File: src/hdl/pmd_pkg.sv
/*
 * Shared constants, register map and carrier types of the power-mode
 * downshift block: register offsets, reset values, field positions,
 * downshift multipliers and frame timing.
 * Assumes a single 100 MHz clock and a synchronous active-high reset.
 */
// How it works
// - Bit 0 of the button-status register shows the button level as it is now.
// - Bits 7:6 of the button-status register count rising button edges, two bits wide.
// - Bits 5:4 of the button-status register count falling button edges, two bits wide.
// - Any write to the button-status register restarts both counters from zero, an edge in the write cycle still counting once, and stores nothing.
// - Run mode drops to rest one after the run field times 8 run frames; field resets to 0x04.
// - Run frame timing comes from mclk, giving a run frame every 8 ms.
// - Rest one takes one frame every (its period field plus one) times 10 ms.
// - Rest one drops to rest two after its field times 16 rest-one frames; reset 0x1f.
// - Rest two takes one frame every (its period field plus one) times 10 ms; reset 0x09.
// - Rest two drops to rest three after its field times 128 rest-two frames; reset 0x2f.
// - Rest three takes one frame every (its period field plus one) times 10 ms; reset 0x31.
// - Rest frame periods count ticks of the 100 Hz hibernate clock; downshift times count frames of their mode.
// - The lamp register sets the three-bit drive code, and its force bit keeps the lamp lit.
package pmd_pkg;

    // clock and timing
    localparam int MCLK_MHZ          = 100;
    localparam int SYS_CLK_MHZ       = 25;
    localparam int RUN_FRAME_MS      = 8;
    localparam int HIB_CLK_HZ        = 100;
    localparam int HIB_TICK_MS       = 1000 / HIB_CLK_HZ;
    localparam int RUN_FRAME_CYCLES  = RUN_FRAME_MS * 1000 * MCLK_MHZ;
    localparam int HIB_TICK_CYCLES   = HIB_TICK_MS * 1000 * MCLK_MHZ;
    localparam int TICK_CNT_W        = 20;

    // downshift multipliers
    localparam logic [7:0] RUN_SHIFT_MULT      = 8'h08;
    localparam logic [7:0] REST_ONE_SHIFT_MULT = 8'h10;
    localparam logic [7:0] REST_TWO_SHIFT_MULT = 8'h80;

    // register offsets
    localparam logic [7:0] ADDR_BUTTON_STATE_COUNTS     = 8'h12;
    localparam logic [7:0] ADDR_RUN_DOWNSHIFT_TIME      = 8'h13;
    localparam logic [7:0] ADDR_REST_ONE_FRAME_PERIOD   = 8'h14;
    localparam logic [7:0] ADDR_REST_ONE_DOWNSHIFT_TIME = 8'h15;
    localparam logic [7:0] ADDR_REST_TWO_FRAME_PERIOD   = 8'h16;
    localparam logic [7:0] ADDR_REST_TWO_DOWNSHIFT_TIME = 8'h17;
    localparam logic [7:0] ADDR_REST_THREE_FRAME_PERIOD = 8'h18;
    localparam logic [7:0] ADDR_LAMP_DRIVE_CONTROL      = 8'h1a;

    // reset values
    localparam logic [7:0] RST_RUN_DOWNSHIFT_TIME      = 8'h04;
    localparam logic [7:0] RST_REST_ONE_FRAME_PERIOD   = 8'h01;
    localparam logic [7:0] RST_REST_ONE_DOWNSHIFT_TIME = 8'h1f;
    localparam logic [7:0] RST_REST_TWO_FRAME_PERIOD   = 8'h09;
    localparam logic [7:0] RST_REST_TWO_DOWNSHIFT_TIME = 8'h2f;
    localparam logic [7:0] RST_REST_THREE_FRAME_PERIOD = 8'h31;
    localparam logic [3:0] RST_LAMP_DRIVE_CONTROL      = 4'h0;
    localparam logic [7:0] READ_UNMAPPED               = 8'h00;

    // field positions
    localparam int BTN_LEVEL_BIT  = 0;
    localparam int BTN_FALL_LSB   = 4;
    localparam int BTN_RISE_LSB   = 6;
    localparam int LAMP_FORCE_BIT = 3;
    localparam int LAMP_CODE_MSB  = 2;

    typedef enum logic [1:0] {
        MODE_RUN,
        MODE_REST_ONE,
        MODE_REST_TWO,
        MODE_REST_THREE
    } pmd_mode_t;

    typedef struct packed {
        logic       wr;
        logic       rd;
        logic [7:0] addr;
        logic [7:0] wdata;
    } pmd_reg_req_t;

    typedef struct packed {
        logic [1:0] rise_count;
        logic [1:0] fall_count;
        logic       level;
    } pmd_button_t;

endpackage : pmd_pkg

File: src/hdl/pmd_button_track.sv
/*
 * Button level and two-bit edge counters for the button-status register.
 * Assumes button_level is already synchronous to mclk.
 */
`timescale 1ns/1ns
module pmd_button_track (
    input  wire logic           mclk,
    input  wire logic           srst,
    input  wire logic           ce,
    input  wire logic           button_level,
    input  wire logic           clear,
    output pmd_pkg::pmd_button_t status
);

    wire       rose;
    wire       fell;
    wire [1:0] next_rise_count;
    wire [1:0] next_fall_count;

    assign rose = button_level & ~status.level;
    assign fell = ~button_level & status.level;
    // restart on write
    // an edge in the clearing cycle still counts once
    assign next_rise_count = (clear ? 2'h0 : status.rise_count) + {1'b0, rose};
    assign next_fall_count = (clear ? 2'h0 : status.fall_count) + {1'b0, fell};

    always_ff @(posedge mclk) begin
        if (srst) begin
            status <= '0;
        end else if (ce) begin
            status.level      <= button_level;
            status.rise_count <= next_rise_count;
            status.fall_count <= next_fall_count;
        end
    end

endmodule : pmd_button_track

File: src/hdl/pmd_power_mode.sv
/*
 * Power-mode downshift block: register file, run/rest mode sequencer,
 * frame strobes and lamp control.
 * Assumes a register port already decoded from the serial front end,
 * inputs synchronous to mclk, and one clock enable that freezes state.
 */
`timescale 1ns/1ns
module pmd_power_mode #(
    parameter int RUN_FRAME_CYCLES = pmd_pkg::RUN_FRAME_CYCLES,
    parameter int HIB_TICK_CYCLES  = pmd_pkg::HIB_TICK_CYCLES
) (
    input  wire logic                  mclk,
    input  wire logic                  srst,
    input  wire logic                  ce,
    input  wire pmd_pkg::pmd_reg_req_t reg_req,
    input  wire logic                  button_level,
    input  wire logic                  motion_detect,
    output logic [7:0]                 reg_rdata,
    output pmd_pkg::pmd_mode_t         power_mode,
    output logic                       frame_capture,
    output logic [2:0]                 lamp_drive_code,
    output logic                       lamp_force_on,
    output logic                       lamp_on
);

    // target frame count for a downshift
    // 16 bits hold the largest target, 255 x 128 frames
    function automatic logic [15:0] shift_target(
        input logic [7:0] field,
        input logic [7:0] mult
    );
        logic [15:0] product;
        product = {8'h00, field} * {8'h00, mult};
        return product;
    endfunction : shift_target

    // registers
    logic [7:0] run_downshift_time;
    logic [7:0] rest_one_frame_period;
    logic [7:0] rest_one_downshift_time;
    logic [7:0] rest_two_frame_period;
    logic [7:0] rest_two_downshift_time;
    logic [7:0] rest_three_frame_period;
    logic [3:0] lamp_drive_control;

    // sequencer state
    logic [15:0] frame_count;
    logic [7:0]  rest_tick_count;

    pmd_pkg::pmd_button_t button_status;

    // decode
    wire hit_button;
    wire hit_run_shift;
    wire hit_one_period;
    wire hit_one_shift;
    wire hit_two_period;
    wire hit_two_shift;
    wire hit_three_period;
    wire hit_lamp;
    wire wr_en;

    assign wr_en            = reg_req.wr;
    assign hit_button       = reg_req.addr == pmd_pkg::ADDR_BUTTON_STATE_COUNTS;
    assign hit_run_shift    = reg_req.addr == pmd_pkg::ADDR_RUN_DOWNSHIFT_TIME;
    assign hit_one_period   = reg_req.addr == pmd_pkg::ADDR_REST_ONE_FRAME_PERIOD;
    assign hit_one_shift    = reg_req.addr == pmd_pkg::ADDR_REST_ONE_DOWNSHIFT_TIME;
    assign hit_two_period   = reg_req.addr == pmd_pkg::ADDR_REST_TWO_FRAME_PERIOD;
    assign hit_two_shift    = reg_req.addr == pmd_pkg::ADDR_REST_TWO_DOWNSHIFT_TIME;
    assign hit_three_period = reg_req.addr == pmd_pkg::ADDR_REST_THREE_FRAME_PERIOD;
    assign hit_lamp         = reg_req.addr == pmd_pkg::ADDR_LAMP_DRIVE_CONTROL;

    wire button_clear;
    assign button_clear = wr_en & hit_button;

    // read mux
    wire [7:0] button_read;
    wire [7:0] read_value;

    assign button_read = {button_status.rise_count,
                          button_status.fall_count,
                          3'h0,
                          button_status.level};

    // unmapped and reserved offsets read as zero
    assign read_value =
        hit_button       ? button_read :
        hit_run_shift    ? run_downshift_time :
        hit_one_period   ? rest_one_frame_period :
        hit_one_shift    ? rest_one_downshift_time :
        hit_two_period   ? rest_two_frame_period :
        hit_two_shift    ? rest_two_downshift_time :
        hit_three_period ? rest_three_frame_period :
        hit_lamp         ? {4'h0, lamp_drive_control} :
                           pmd_pkg::READ_UNMAPPED;

    // timing sources
    wire run_tick;
    wire hib_tick;
    wire run_restart;
    wire in_run;

    assign in_run = (power_mode == pmd_pkg::MODE_RUN);
    // held in restart outside run, so re-entry starts a full frame
    // motion realigns run frames
    assign run_restart = motion_detect | ~in_run;

    pmd_tick_gen #(
        .CYCLES (RUN_FRAME_CYCLES)
    ) u_run_tick (
        .mclk    (mclk),
        .srst    (srst),
        .ce      (ce),
        .restart (run_restart),
        .tick    (run_tick)
    );

    // free running: the first rest frame after a mode change may come early
    // free-running hibernate tick
    pmd_tick_gen #(
        .CYCLES (HIB_TICK_CYCLES)
    ) u_hib_tick (
        .mclk    (mclk),
        .srst    (srst),
        .ce      (ce),
        .restart (1'b0),
        .tick    (hib_tick)
    );

    pmd_button_track u_button (
        .mclk         (mclk),
        .srst         (srst),
        .ce           (ce),
        .button_level (button_level),
        .clear        (button_clear),
        .status       (button_status)
    );

    // per-mode selections
    logic [7:0]  period_sel;
    logic [15:0] target_sel;
    logic        can_shift;
    pmd_pkg::pmd_mode_t lower_mode;

    always_comb begin
        period_sel = 8'h00;
        target_sel = 16'h0000;
        can_shift  = 1'b0;
        lower_mode = power_mode;
        case (power_mode)
            pmd_pkg::MODE_RUN: begin
                target_sel = shift_target(run_downshift_time, pmd_pkg::RUN_SHIFT_MULT);
                can_shift  = 1'b1;
                lower_mode = pmd_pkg::MODE_REST_ONE;
            end
            pmd_pkg::MODE_REST_ONE: begin
                period_sel = rest_one_frame_period;
                target_sel = shift_target(rest_one_downshift_time,
                                          pmd_pkg::REST_ONE_SHIFT_MULT);
                can_shift  = 1'b1;
                lower_mode = pmd_pkg::MODE_REST_TWO;
            end
            pmd_pkg::MODE_REST_TWO: begin
                period_sel = rest_two_frame_period;
                target_sel = shift_target(rest_two_downshift_time,
                                          pmd_pkg::REST_TWO_SHIFT_MULT);
                can_shift  = 1'b1;
                lower_mode = pmd_pkg::MODE_REST_THREE;
            end
            pmd_pkg::MODE_REST_THREE: begin
                period_sel = rest_three_frame_period;
            end
            default: begin
                lower_mode = pmd_pkg::MODE_RUN;
            end
        endcase
    end

    // frame and downshift events
    wire        rest_frame_done;
    wire        frame_event;
    wire [15:0] frames_after;
    wire        downshift_due;

    // rest frame = (period+1) hibernate ticks
    assign rest_frame_done = ~in_run & hib_tick & (rest_tick_count == period_sel);
    assign frame_event     = in_run ? run_tick : rest_frame_done;
    assign frames_after    = frame_count + 16'h0001;
    // field of zero shifts after the first frame
    assign downshift_due   = can_shift & frame_event & (frames_after >= target_sel);

    // next state
    pmd_pkg::pmd_mode_t next_power_mode;
    logic [15:0]        next_frame_count;
    logic [7:0]         next_rest_tick_count;

    always_comb begin
        next_power_mode      = power_mode;
        next_frame_count     = frame_count;
        next_rest_tick_count = rest_tick_count;
        if (motion_detect) begin
            // motion wins over a same-cycle downshift
            // back to run, timer restarted
            next_power_mode      = pmd_pkg::MODE_RUN;
            next_frame_count     = 16'h0000;
            next_rest_tick_count = 8'h00;
        end else if (downshift_due) begin
            next_power_mode      = lower_mode;
            next_frame_count     = 16'h0000;
            next_rest_tick_count = 8'h00;
        end else begin
            // rest three never shifts, so its count is held to avoid wrap
            if (frame_event & can_shift) begin
                next_frame_count = frames_after;
            end
            if (rest_frame_done) begin
                next_rest_tick_count = 8'h00;
            end else if (~in_run & hib_tick) begin
                next_rest_tick_count = rest_tick_count + 8'h01;
            end
        end
    end

    always_ff @(posedge mclk) begin
        if (srst) begin
            power_mode      <= pmd_pkg::MODE_RUN;
            frame_count     <= 16'h0000;
            rest_tick_count <= 8'h00;
            frame_capture   <= 1'b0;
            lamp_on         <= 1'b0;
        end else if (ce) begin
            power_mode      <= next_power_mode;
            frame_count     <= next_frame_count;
            rest_tick_count <= next_rest_tick_count;
            frame_capture   <= frame_event;
            // unforced lamp is lit only in the frame cycle
            // force keeps lamp lit
            lamp_on         <= lamp_drive_control[pmd_pkg::LAMP_FORCE_BIT] | frame_event;
        end
    end

    // register writes
    always_ff @(posedge mclk) begin
        if (srst) begin
            run_downshift_time      <= pmd_pkg::RST_RUN_DOWNSHIFT_TIME;
            rest_one_frame_period   <= pmd_pkg::RST_REST_ONE_FRAME_PERIOD;
            rest_one_downshift_time <= pmd_pkg::RST_REST_ONE_DOWNSHIFT_TIME;
            rest_two_frame_period   <= pmd_pkg::RST_REST_TWO_FRAME_PERIOD;
            rest_two_downshift_time <= pmd_pkg::RST_REST_TWO_DOWNSHIFT_TIME;
            rest_three_frame_period <= pmd_pkg::RST_REST_THREE_FRAME_PERIOD;
            lamp_drive_control      <= pmd_pkg::RST_LAMP_DRIVE_CONTROL;
        end else if (ce & wr_en) begin
            if (hit_run_shift) begin
                run_downshift_time <= reg_req.wdata;
            end
            if (hit_one_period) begin
                rest_one_frame_period <= reg_req.wdata;
            end
            if (hit_one_shift) begin
                rest_one_downshift_time <= reg_req.wdata;
            end
            if (hit_two_period) begin
                rest_two_frame_period <= reg_req.wdata;
            end
            if (hit_two_shift) begin
                rest_two_downshift_time <= reg_req.wdata;
            end
            if (hit_three_period) begin
                rest_three_frame_period <= reg_req.wdata;
            end
            if (hit_lamp) begin
                lamp_drive_control <= reg_req.wdata[3:0];
            end
        end
    end

    // read data and lamp outputs
    // rdata holds between reads, so a slow host may fetch it late
    always_ff @(posedge mclk) begin
        if (srst) begin
            reg_rdata       <= 8'h00;
            lamp_drive_code <= 3'h0;
            lamp_force_on   <= 1'b0;
        end else if (ce) begin
            if (reg_req.rd) begin
                reg_rdata <= read_value;
            end
            lamp_drive_code <= lamp_drive_control[pmd_pkg::LAMP_CODE_MSB:0];
            lamp_force_on   <= lamp_drive_control[pmd_pkg::LAMP_FORCE_BIT];
        end
    end

endmodule : pmd_power_mode

File: src/hdl/pmd_tick_gen.sv
/*
 * Cycle divider: one-cycle tick every CYCLES enabled clocks, with a
 * restart that realigns the period.
 * Assumes CYCLES fits the counter width and is at least one.
 */
`timescale 1ns/1ns
module pmd_tick_gen #(
    parameter int CYCLES = 1000
) (
    input  wire logic mclk,
    input  wire logic srst,
    input  wire logic ce,
    input  wire logic restart,
    output logic      tick
);

    logic [pmd_pkg::TICK_CNT_W-1:0] count;
    wire                            at_end;

    assign at_end = (count == pmd_pkg::TICK_CNT_W'(CYCLES - 1));

    always_ff @(posedge mclk) begin
        if (srst) begin
            count <= '0;
            tick  <= 1'b0;
        end else if (ce) begin
            tick  <= at_end & ~restart;
            count <= (restart | at_end) ? '0 : count + 1'b1;
        end
    end

endmodule : pmd_tick_gen

File: config.mk
export PLATFORM = sky130hd
export DESIGN_NAME = pmd_power_mode
export DESIGN_NICKNAME = d
export VERILOG_FILES = /design/src/hdl/pmd_pkg.sv /design/src/hdl/pmd_button_track.sv /design/src/hdl/pmd_power_mode.sv /design/src/hdl/pmd_tick_gen.sv
export SDC_FILE = /design/constraint.sdc
export NUM_CORES = 1
export LEC_CHECK = 0
export BUFFER_PORTS_ARGS = -buffer_cell sky130_fd_sc_hd__buf_4
export CAP_MARGIN = 5
export CORE_ASPECT_RATIO = 1.1
export CORE_MARGIN = 2
export CORE_UTILIZATION = 40
export CTS_BUF_LIST = sky130_fd_sc_hd__clkbuf_8
export DETAILED_ROUTE_END_ITERATION = 16
export PLACE_DENSITY_LB_ADDON = 0.12
export SETUP_SLACK_MARGIN = 0.1
export SLEW_MARGIN = 40
export SYNTH_ARGS = -nofsm -noshare
export SYNTH_HDL_FRONTEND = slang
export SYNTH_HIERARCHICAL = 1
export SYNTH_SLANG_ARGS = --single-unit
File: constraint.sdc
create_clock -name mclk -period 5 [get_ports mclk]
set_clock_uncertainty 0.05 [all_clocks]
set_input_delay 0.5 -clock mclk [delete_from_list [all_inputs] [get_ports mclk]]
set_output_delay 0.5 -clock mclk [all_outputs]
set_load 0.02 [all_outputs]
==> flow_summary_export.csv, run 1 <==
group,metric,value,unit
cts,clock-sinks,139,
floorplan,ios,39,
global_routing,gr-usage-all-layers,0.220,
power,irDropWorstVdd,0.172,mV
yosys,synth_area,7540,µm²
setup_path,slowest_stage,"a311oi_1",
global_routing,grt_first_pass_wirelength,34600,µm
timing,worst_pin_slew,0.823,ns
cells_and_area,diodes,0,
route,wl_met3,1060,µm
cts,cts_buffers,17,
route,dr.pass1.iters,5,
placement,portBuffers,38,
yosys,syn_area_per_cell,8.59,µm²
flow_run,drv_cap,0,
cells_and_area,utilization,0.459,
yosys,syn_inst,878,
floorplan,fp-row-count,52,
global_routing,grt_pass1_vias,6335,
setup_path,crit_path_frequent_cell,"nand3_1",
timing,setup_tns,0,ns
yosys,synth.yosys.seq_area_share,0.369,
placement,place.gp.congestion,0.877,
setup_path,critPathKind,"flop to flop",
cts,htreeDepth,4,
cts,cts_resized,0,
cts,cts_setup_buffers,0,
route,vias,6682,
route,top_layer,"met4",
route,drt_iter0_markers,569,
cts,clock_latency,0.46,ns
yosys,yosysWarnings,6,
outcome,status,"finished clean",
setup_path,cp_cell_sequence,"ha_1, nand3_1, or3_1, nor3_1, nand3_1, xnor2_1, ha_1, nand3_1, nor2_1, a2111oi_0, o21ai_0, a311oi_1, o2111ai_4, or3_1, o21ai_0",
hold_path,hold_path_class,"primary input to flop",
placement,hpwl,14900,µm
cells_and_area,drive_gt1_frac,0.129,
placement,place_inst,1130,
yosys,yosys_register_bits,139,
yosys,ys.flop_type,"dfxtp_1",
setup_path,startpoint_type,"flop",
floorplan,die-area,20000,µm²
cells_and_area,nets,954,
route,route.detailed.wl_per_inst,18.2,µm
global_routing,grt_max_degree,72,
route,wl,21100,µm
route,drt-met1-wl,10400,µm
timing,rsz0062_at_grt,"no",
setup_path,cp_slowest_stage_delay,0.47,ns
cts,postCtsHoldBufs,0,
global_routing,antenna_found_initial,0,
cts,clockBufferDepth,2,
cells_and_area,final_cells,1162,
yosys,ys_async_sr_fraction,0,
timing,fmax,233,MHz
timing,setup_viol,0,
yosys,yosysUniqueCellTypes,81,
floorplan,initial_core_util,0.410,
setup_path,crit_fanout,9,
cells_and_area,area_delta_synth_final,12.1,%
power,power_density,272,nW/µm²
route,via_per_inst,5.75,
cells_and_area,layout_common_cells,"dfxtp_1 (139), nand2_1 (102), nor2_1 (69), buf_4 (47), a21oi_1 (45)",
global_routing,grt-ovfl-total,0,
timing,min_period,4.28,ns
power,leakage,2.89,nW
cts,cts_root_buf,"clkbuf_8",
yosys,synth_edf_count,0,
setup_path,cp-end-kind,"flop",
hold_path,whs_path_depth,3,
floorplan,die_width,135,µm
setup_path,reg2regPathDepth,15,
cts,clk_pin_slew,0.08,ns
floorplan,fp.dieH,148,µm
route,ant_nets,0,
setup_path,worst-endpoint-arrival,4.62,ns
timing,final_max_slew_viol_count,0,
floorplan,core,18400,µm²
cells_and_area,final_common_cell,"dfxtp_1",
setup_path,required,5.34,ns
timing,period_share,0.857,
route,dr_wl_met2,9310,µm
timing,final_hold_viol_count,0,
timing,max_slew_margin,0.450,
route,drc_errors,0,
cts,cts_tree,"built",
[area by class of cell]
class,count,area (µm²)
fill,1827,9950
tap,243,304
multi-input combinational,682,4500
clock inverter,14,195
clock buffer,18,248
timing repair buffer,47,353
sequential,139,2780
inverter,19,71.3
[Yosys cell counts, types with 10 or more instances]
master	number	area (µm²)
a222oi_1	12	120
a22oi_1	20	150
dfxtp_1	139	2780
nand3_1	42	210
a21oi_1	45	225
nand2_1	102	383
ha_1	25	313
inv_1	18	67.6
nor2_1	70	263
clkbuf_1	23	86.3
nor3_1	17	85.1
xor2_1	12	105
o21ai_0	42	210
a221oi_1	10	87.6
a211oi_1	11	82.6
nor2b_1	11	68.8
or3_1	15	93.8
nand2b_1	15	93.8
nand4_1	21	131
xnor2_1	26	228
or4_1	10	75.1
mux2i_1	37	370
[final timing paths]
path                           end             startpoint  slack, ns
max                frame_count[13]         frame_count[0]       0.72
min             u_button/status[0]           button_level       0.26
max reg2reg        frame_count[13]         frame_count[0]       0.72
min reg2reg  run_downshift_time[4]  run_downshift_time[4]       0.43
[metal layers]
metal  vias up  track usage
met5         -            0
met4         0       0.0742
met3        25       0.0460
met2       178        0.330
met1      3172        0.313
li1       3307            -
[worst max-delay path, delay by kind of cell, from the launching register on]
| kind | cells | cell delay [ns] |
|---|---|---|
| compound gates | 5 | 1.44 |
| xor+xnor | 1 | 0.18 |
| fa+ha+maj | 2 | 0.55 |
| flops | 1 | 0.39 |
| simple gates | 7 | 1.61 |
[registers in the layout, indices dropped and copies added, names as in the netlist]
signal                   count
u_hib_tick/tick              1
u_run_tick/count            20
lamp_drive_control           4
rest_three_frame_period      8
lamp_on                      1
u_hib_tick/count            20
reg_rdata                    8
rest_two_frame_period        8
frame_capture                1
power_mode                   2
lamp_force_on                1
rest_one_downshift_time      8
rest_one_frame_period        8
u_button/status              5
rest_tick_count              8
rest_two_downshift_time      8
u_run_tick/tick              1
lamp_drive_code              3
run_downshift_time           8
frame_count                 16
[report_power, final]
| group | total [mW] | switching [mW] | internal (mW) |
|---|---|---|---|
| logic | 0.155 | 0.101 | 0.0531 |
| clock network | 1.03 | 0.467 | 0.559 |
| registers | 1.12 | 0.00812 | 1.11 |
[kinds of logic after synthesis]
| family | count (synthesis) | synth area share |
|---|---|---|
| xor gates and xnor gates | 38 | 0.0441 |
| AOI/OAI and AO/OA | 201 | 0.190 |
| adders and majority gates | 25 | 0.0415 |
| other | 1 | 0.000497 |
| DFF | 139 | 0.369 |
| muxes | 43 | 0.0581 |
| buffers and inverters | 63 | 0.0406 |
| and+or+nand+nor | 368 | 0.256 |
[stage by stage]
step                      setup WS, ns  hold WS (ns)  area [µm²]  total power, mW
final                            0.717         0.258        8460             2.30
after global routing             0.376         0.252        8460             2.39
after CTS                        0.718         0.238        8450             2.33
after detailed placement         0.760         0.414        8010             1.30
after global placement           0.857         0.411        7990             1.30
after floorplan                   1.06         0.396        7560             1.24
Note: power is estimated with default switching activity, not from simulation.
==> inputs of run 2 (changes only) <==
--- a/config.mk
+++ b/config.mk
@@ -9,7 +9,7 @@
 export CAP_MARGIN = 5
 export CORE_ASPECT_RATIO = 1.1
 export CORE_MARGIN = 2
-export CORE_UTILIZATION = 40
+export CORE_UTILIZATION = 55
 export CTS_BUF_LIST = sky130_fd_sc_hd__clkbuf_8
 export DETAILED_ROUTE_END_ITERATION = 16
 export PLACE_DENSITY_LB_ADDON = 0.12
==> run 2 against run 1 <==
Largest cell class unchanged. Die area decreased by 27%. Combinational power decreased by 3%. Register-to-register slack got worse by 0.04 ns. Flip-flop and latch count unchanged. Utilization increased by 16 points. First-iteration DRC count increased by 24%. Sequential power about the same. Highest routed layer unchanged. Global-route usage increased by 4.9 points. Power decreased by 4.5%. Sequential share of layout area increased by 0.60 points.
==> flow_summary_export.csv, run 2 (synthesis gave the netlist of run 1 again) <==
group,metric,value,unit
placement,portBuffers,38,
placement,placed_cell_area,7900,µm²
route,drt_iter0_markers,707,
route,vias,6809,
timing,setup_viol,0,
hold_path,whs_path_depth,3,
timing,rsz0062_at_grt,"no",
cts,clockBufferDepth,2,
cts,clock_latency,0.47,ns
cts,htreeDepth,4,
hold_path,hold_path_class,"primary input to flop",
cells_and_area,drive_gt1_frac,0.127,
outcome,status,"finished clean",
global_routing,antenna_found_initial,0,
cts,cts_tree,"built",
global_routing,grt_pass1_vias,6425,
placement,hpwl,13800,µm
cts,cts_buffers,17,
route,ant_nets,0,
cells_and_area,final_common_cell,"dfxtp_1",
global_routing,grt_first_pass_wirelength,31400,µm
flow_run,drv_cap,0,
timing,fmax,231,MHz
setup_path,critPathKind,"flop to flop",
cells_and_area,reg.largest.list,"u_hib_tick/count: 20 flops, u_run_tick/count: 20 flops, frame_count: 16 flops",
floorplan,die_width,116,µm
cells_and_area,final_area,8310,µm²
timing,worst_pin_slew,0.840,ns
floorplan,fp.dieH,127,µm
setup_path,startpoint_type,"flop",
global_routing,grt-ovfl-total,0,
setup_path,reg2regPathDepth,16,
floorplan,initial_core_util,0.566,
setup_path,worst-endpoint-arrival,4.67,ns
cells_and_area,nets,950,
floorplan,die-area,14700,µm²
cts,clk_pin_slew,0.08,ns
route,route.detailed.wl_per_inst,17.8,µm
route,via_per_inst,6.20,
cts,cts_setup_buffers,0,
timing,min_period,4.32,ns
timing,setup_tns,0,ns
cells_and_area,layout_common_cells,"dfxtp_1 (139), nand2_1 (102), nor2_1 (69), a21oi_1 (45), buf_4 (43)",
route,dr.pass1.iters,5,
timing,period_share,0.865,
floorplan,core,13300,µm²
floorplan,ios,39,
route,wl,19500,µm
cells_and_area,diodes,0,
power,power_density,265,nW/µm²
setup_path,cp_slowest_stage_delay,0.47,ns
cts,cts_resized,0,
timing,final_max_slew_viol_count,0,
setup_path,slowest_stage,"a311oi_1",
global_routing,grt_max_degree,65,
cells_and_area,area_delta_synth_final,10.1,%
cts,cts_root_buf,"clkbuf_8",
timing,final_hold_viol_count,0,
placement,place.gp.congestion,0.908,
setup_path,cp-end-kind,"flop",
setup_path,crit_fanout,9,
cts,clock-sinks,139,
setup_path,required,5.34,ns
power,leakage,2.86,nW
cts,postCtsHoldBufs,0,
timing,max_slew_margin,0.435,
power,irDropWorstVdd,0.191,mV
global_routing,gr-usage-all-layers,0.269,
route,drc_errors,0,
floorplan,fp-row-count,44,
setup_path,cp_cell_sequence,"ha_1, nand3_1, or3_1, nor3_1, nand3_1, nor3_1, xor2_1, ha_1, nand4_1, nor2_1, a211oi_1, o21ai_0, a311oi_1, o2111ai_4, or3_1, o21ai_0",
[run 2: cell count changes in the layout (fill, tap and decap cells not counted), sizes merged]
cell and change:
buf -4, bufinv -2, clkbuf -1, clkinv +2, clkinvlp -1, inv +2
[run 2: area by class of cell]
| cell class | count | area (µm²) |
|---|---|---|
| Clock buffer | 17 | 234 |
| Clock inverter | 15 | 164 |
| Fill cell | 1202 | 5020 |
| Inverter | 19 | 71.3 |
| Multi-Input combinational cell | 682 | 4500 |
| Sequential cell | 139 | 2780 |
| Tap cell | 184 | 230 |
| Timing Repair Buffer | 43 | 323 |
[run 2: metal layers]
metal | part of all wire | GRT usage | vias to the layer above
li1 | - | - | 3288
met1 | 0.43 | 0.341 | 3222
met2 | 0.47 | 0.432 | 241
met3 | 0.069 | 0.0726 | 58
met4 | 0.031 | 0.109 | 0
met5 | 0 | 0 | -
[run 2: critical path, delay by kind of cell, from the launching register on]
| family | cells | cell delay (ns) |
|---|---|---|
| xor+xnor | 1 | 0.25 |
| fa+ha+maj | 2 | 0.51 |
| simple gates | 8 | 1.86 |
| compound gates | 5 | 1.20 |
| flops | 1 | 0.39 |
[run 2: power by group]
part / internal (mW) / switching, mW
logic: 0.0520 / 0.0986
registers: 1.11 / 0.00744
clock network: 0.451 / 0.476
[run 2: through the flow]
step | worst slack, ns | total power, mW | instances | hold slack (ns) | util
after global routing | 0.245 | 2.28 | 1099 | 0.240 | 0.623
after CTS | 0.697 | 2.21 | 1099 | 0.220 | 0.623
after floorplan | 1.06 | 1.24 | 884 | 0.396 | -
after detailed placement | 0.731 | 1.30 | 1067 | 0.417 | 0.593
after global placement | 0.957 | 1.29 | 1067 | 0.409 | 0.592
final | 0.675 | 2.20 | 1099 | 0.237 | 0.623
[run 2: path summary, 6_finish.rpt]
kind | startpoint | endpoint | slack, ns
min | button_level | u_button/status[0] | 0.24
min reg2reg | rest_two_frame_period[4] | rest_two_frame_period[4] | 0.43
max | frame_count[0] | frame_count[12] | 0.68
max reg2reg | frame_count[0] | frame_count[12] | 0.68
==> inputs of run 3 (changes only) <==
--- a/config.mk
+++ b/config.mk
@@ -7,9 +7,11 @@
 export LEC_CHECK = 0
 export BUFFER_PORTS_ARGS = -buffer_cell sky130_fd_sc_hd__buf_4
 export CAP_MARGIN = 5
+export CELL_PAD_IN_SITES_DETAIL_PLACEMENT = 1
+export CELL_PAD_IN_SITES_GLOBAL_PLACEMENT = 1
 export CORE_ASPECT_RATIO = 1.1
 export CORE_MARGIN = 2
-export CORE_UTILIZATION = 55
+export CORE_UTILIZATION = 49
 export CTS_BUF_LIST = sky130_fd_sc_hd__clkbuf_8
 export DETAILED_ROUTE_END_ITERATION = 16
 export PLACE_DENSITY_LB_ADDON = 0.12
==> constraint.sdc (replaced) <==
create_clock -name mclk -period 5 [get_ports mclk]
set_clock_uncertainty 0.05 [all_clocks]
set_input_delay 1 -clock mclk [delete_from_list [all_inputs] [get_ports mclk]]
set_output_delay 1 -clock mclk [all_outputs]
set_load 0.02 [all_outputs]
==> run 3 against run 2 <==
Die area is 12% higher. Sequential share of layout area is 0.26 points lower. Clock-buffer cell count unchanged. Fmax increased by 0.95%. Register-to-register slack better by 0.04 ns. Critical path depth up 1. Utilization shrank 6.7 points. First-iteration DRC count decreased by 19%. Combinational power rose by 5%. Global-route usage up 2.1 points. Cell count increased by 1.5%. Hold slack better by 0.19 ns.
==> flow_summary_export.csv, run 3 (synthesis gave the netlist of run 1 again) <==
group,metric,value,unit
outcome,status,"finished clean",
floorplan,initial_core_util,0.501,
route,route.detailed.wl_per_inst,20.8,µm
timing,setup_viol,0,
cells_and_area,nets,955,
cts,cts_setup_buffers,0,
setup_path,crit_family,"simple AND/OR/NAND/NOR gates",
timing,worst_pin_slew,0.855,ns
route,wl,23300,µm
setup_path,worst-endpoint-arrival,4.61,ns
timing,max_slew_margin,0.426,
setup_path,startpoint_type,"flop",
cts,cts_root_buf,"clkbuf_8",
global_routing,grt_max_degree,51,
route,via_per_inst,6.28,
placement,pre_cts_ws,0.571,ns
cts,clk_pin_slew,0.09,ns
cts,cts_resized,0,
setup_path,cp_cell_sequence,"ha_1, nand3_1, or3_1, nor3_2, nand3_1, nor3_1, xor2_1, ha_1, nand4_1, nor2_1, a211oi_1, o21ai_0, a311o_1, o221ai_1, buf_4, a21oi_1, o21ai_0",
floorplan,die-area,16400,µm²
placement,portBuffers,38,
cells_and_area,drive_gt1_frac,0.134,
cells_and_area,diodes,0,
timing,min_period,4.28,ns
timing,period_share,0.857,
setup_path,critPathBufInv,1,
cells_and_area,regArea,2780,µm²
floorplan,fp.dieH,134,µm
route,drc_errors,0,
placement,place.gp.congestion,0.942,
setup_path,cp_slowest_stage_delay,0.43,ns
cells_and_area,layout_common_cells,"dfxtp_1 (139), nand2_1 (102), nor2_1 (69), buf_4 (48), a21oi_1 (45)",
cells_and_area,multi_input_area,4510,µm²
hold_path,hold_path_class,"flop to flop",
route,dr.pass1.iters,6,
setup_path,cp-end-kind,"flop",
cts,clock-sinks,139,
power,irDropWorstVdd,0.151,mV
cts,clock_latency,0.47,ns
floorplan,ios,39,
timing,fin_ws,0.716,ns
floorplan,fp-row-count,47,
global_routing,grt-ovfl-total,0,
timing,final_max_slew_viol_count,0,
cells_and_area,reg.largest.list,"u_hib_tick/count: 20 flops, u_run_tick/count: 20 flops, frame_count: 16 flops",
cts,cts_buffers,17,
setup_path,slowest_stage,"a311o_1",
setup_path,critPathKind,"flop to flop",
cells_and_area,final_common_cell,"dfxtp_1",
timing,final_hold_viol_count,0,
route,drt_iter0_markers,574,
floorplan,core,15100,µm²
timing,setup_tns,0,ns
route,vias,7008,
route,ant_nets,0,
cts,cts_tree,"built",
setup_path,required,5.33,ns
flow_run,drv_cap,0,
placement,hpwl,16600,µm
floorplan,die_width,122,µm
power,power_density,265,nW/µm²
global_routing,gr-usage-all-layers,0.289,
global_routing,grt_pass1_vias,7359,
cts,clockBufferDepth,2,
timing,rsz0062_at_grt,"no",
global_routing,grt_first_pass_wirelength,37600,µm
timing,fmax,233,MHz
cells_and_area,fillCellCount,1816,
cells_and_area,area_delta_synth_final,11.0,%
setup_path,crit_fanout,8,
global_routing,antenna_found_initial,0,
power,leakage,2.88,nW
cts,postCtsHoldBufs,0,
cts,htreeDepth,4,
[run 3: cell count changes in the layout (fill, tap and decap cells not counted), sizes merged]
| cell | previous run | this run |
|---|---|---|
| buf | 43 | 48 |
| clkinv | 7 | 5 |
| clkinvlp | 2 | 3 |
| inv | 23 | 24 |
[run 3: stage by stage]
stage / util / power (mW) / std cells / area (µm²) / hold slack, ns
after global placement: 0.527 / 1.30 / 1084 / 7940 / 0.408
after global routing: 0.556 / 2.30 / 1116 / 8370 / 0.463
final: 0.556 / 2.22 / 1116 / 8370 / 0.431
after CTS: 0.554 / 2.23 / 1116 / 8350 / 0.429
after floorplan: - / 1.24 / 884 / 7560 / 0.396
after detailed placement: 0.528 / 1.30 / 1084 / 7950 / 0.417
[run 3: layer usage]
metal / part of all wire / up-vias / GRT usage
li1: - / 3301 / -
met1: 0.43 / 3484 / 0.352
met2: 0.50 / 170 / 0.494
met3: 0.046 / 53 / 0.0523
met4: 0.032 / 0 / 0.132
met5: 0 / - / 0
[run 3: power by group]
group          leakage [nW]  internal [mW]  total, mW  switching, mW
logic                  1.56         0.0538      0.159          0.105
registers              1.12           1.11       1.12        0.00730
clock network         0.194          0.451      0.937          0.486
total                  2.88           1.62       2.22          0.598
[run 3: worst reg2reg max path: cells and delay by family (launching register included)]
family                   cells  cell delay, ns
AND/OR/NAND/NOR              7            1.39
buffers and inverters        1            0.22
AO/OA/AOI/OAI                6            1.38
adder cells (fa/ha/maj)      2            0.53
flip-flops                   1            0.39
XOR/XNOR                     1            0.25
[run 3: path summary, 6_finish.rpt]
| kind | startpoint | to | slack [ns] | cells after the start |
|---|---|---|---|---|
| max | frame_count[0] | frame_count[5] | 0.72 | 17 |
| min | rest_three_frame_period[1] | rest_three_frame_period[1] | 0.43 | 2 |
| min reg2reg | rest_three_frame_period[1] | rest_three_frame_period[1] | 0.43 | 2 |
| max reg2reg | frame_count[0] | frame_count[5] | 0.72 | 17 |
[run 3: area by class of cell]
type / count / share of cell area
inverter: 19 / 0.00852
clock buffer: 17 / 0.0280
tap: 196 / 0.0293
multi-input combinational: 682 / 0.539
timing repair buffer: 48 / 0.0430
sequential: 139 / 0.332
clock inverter: 15 / 0.0194
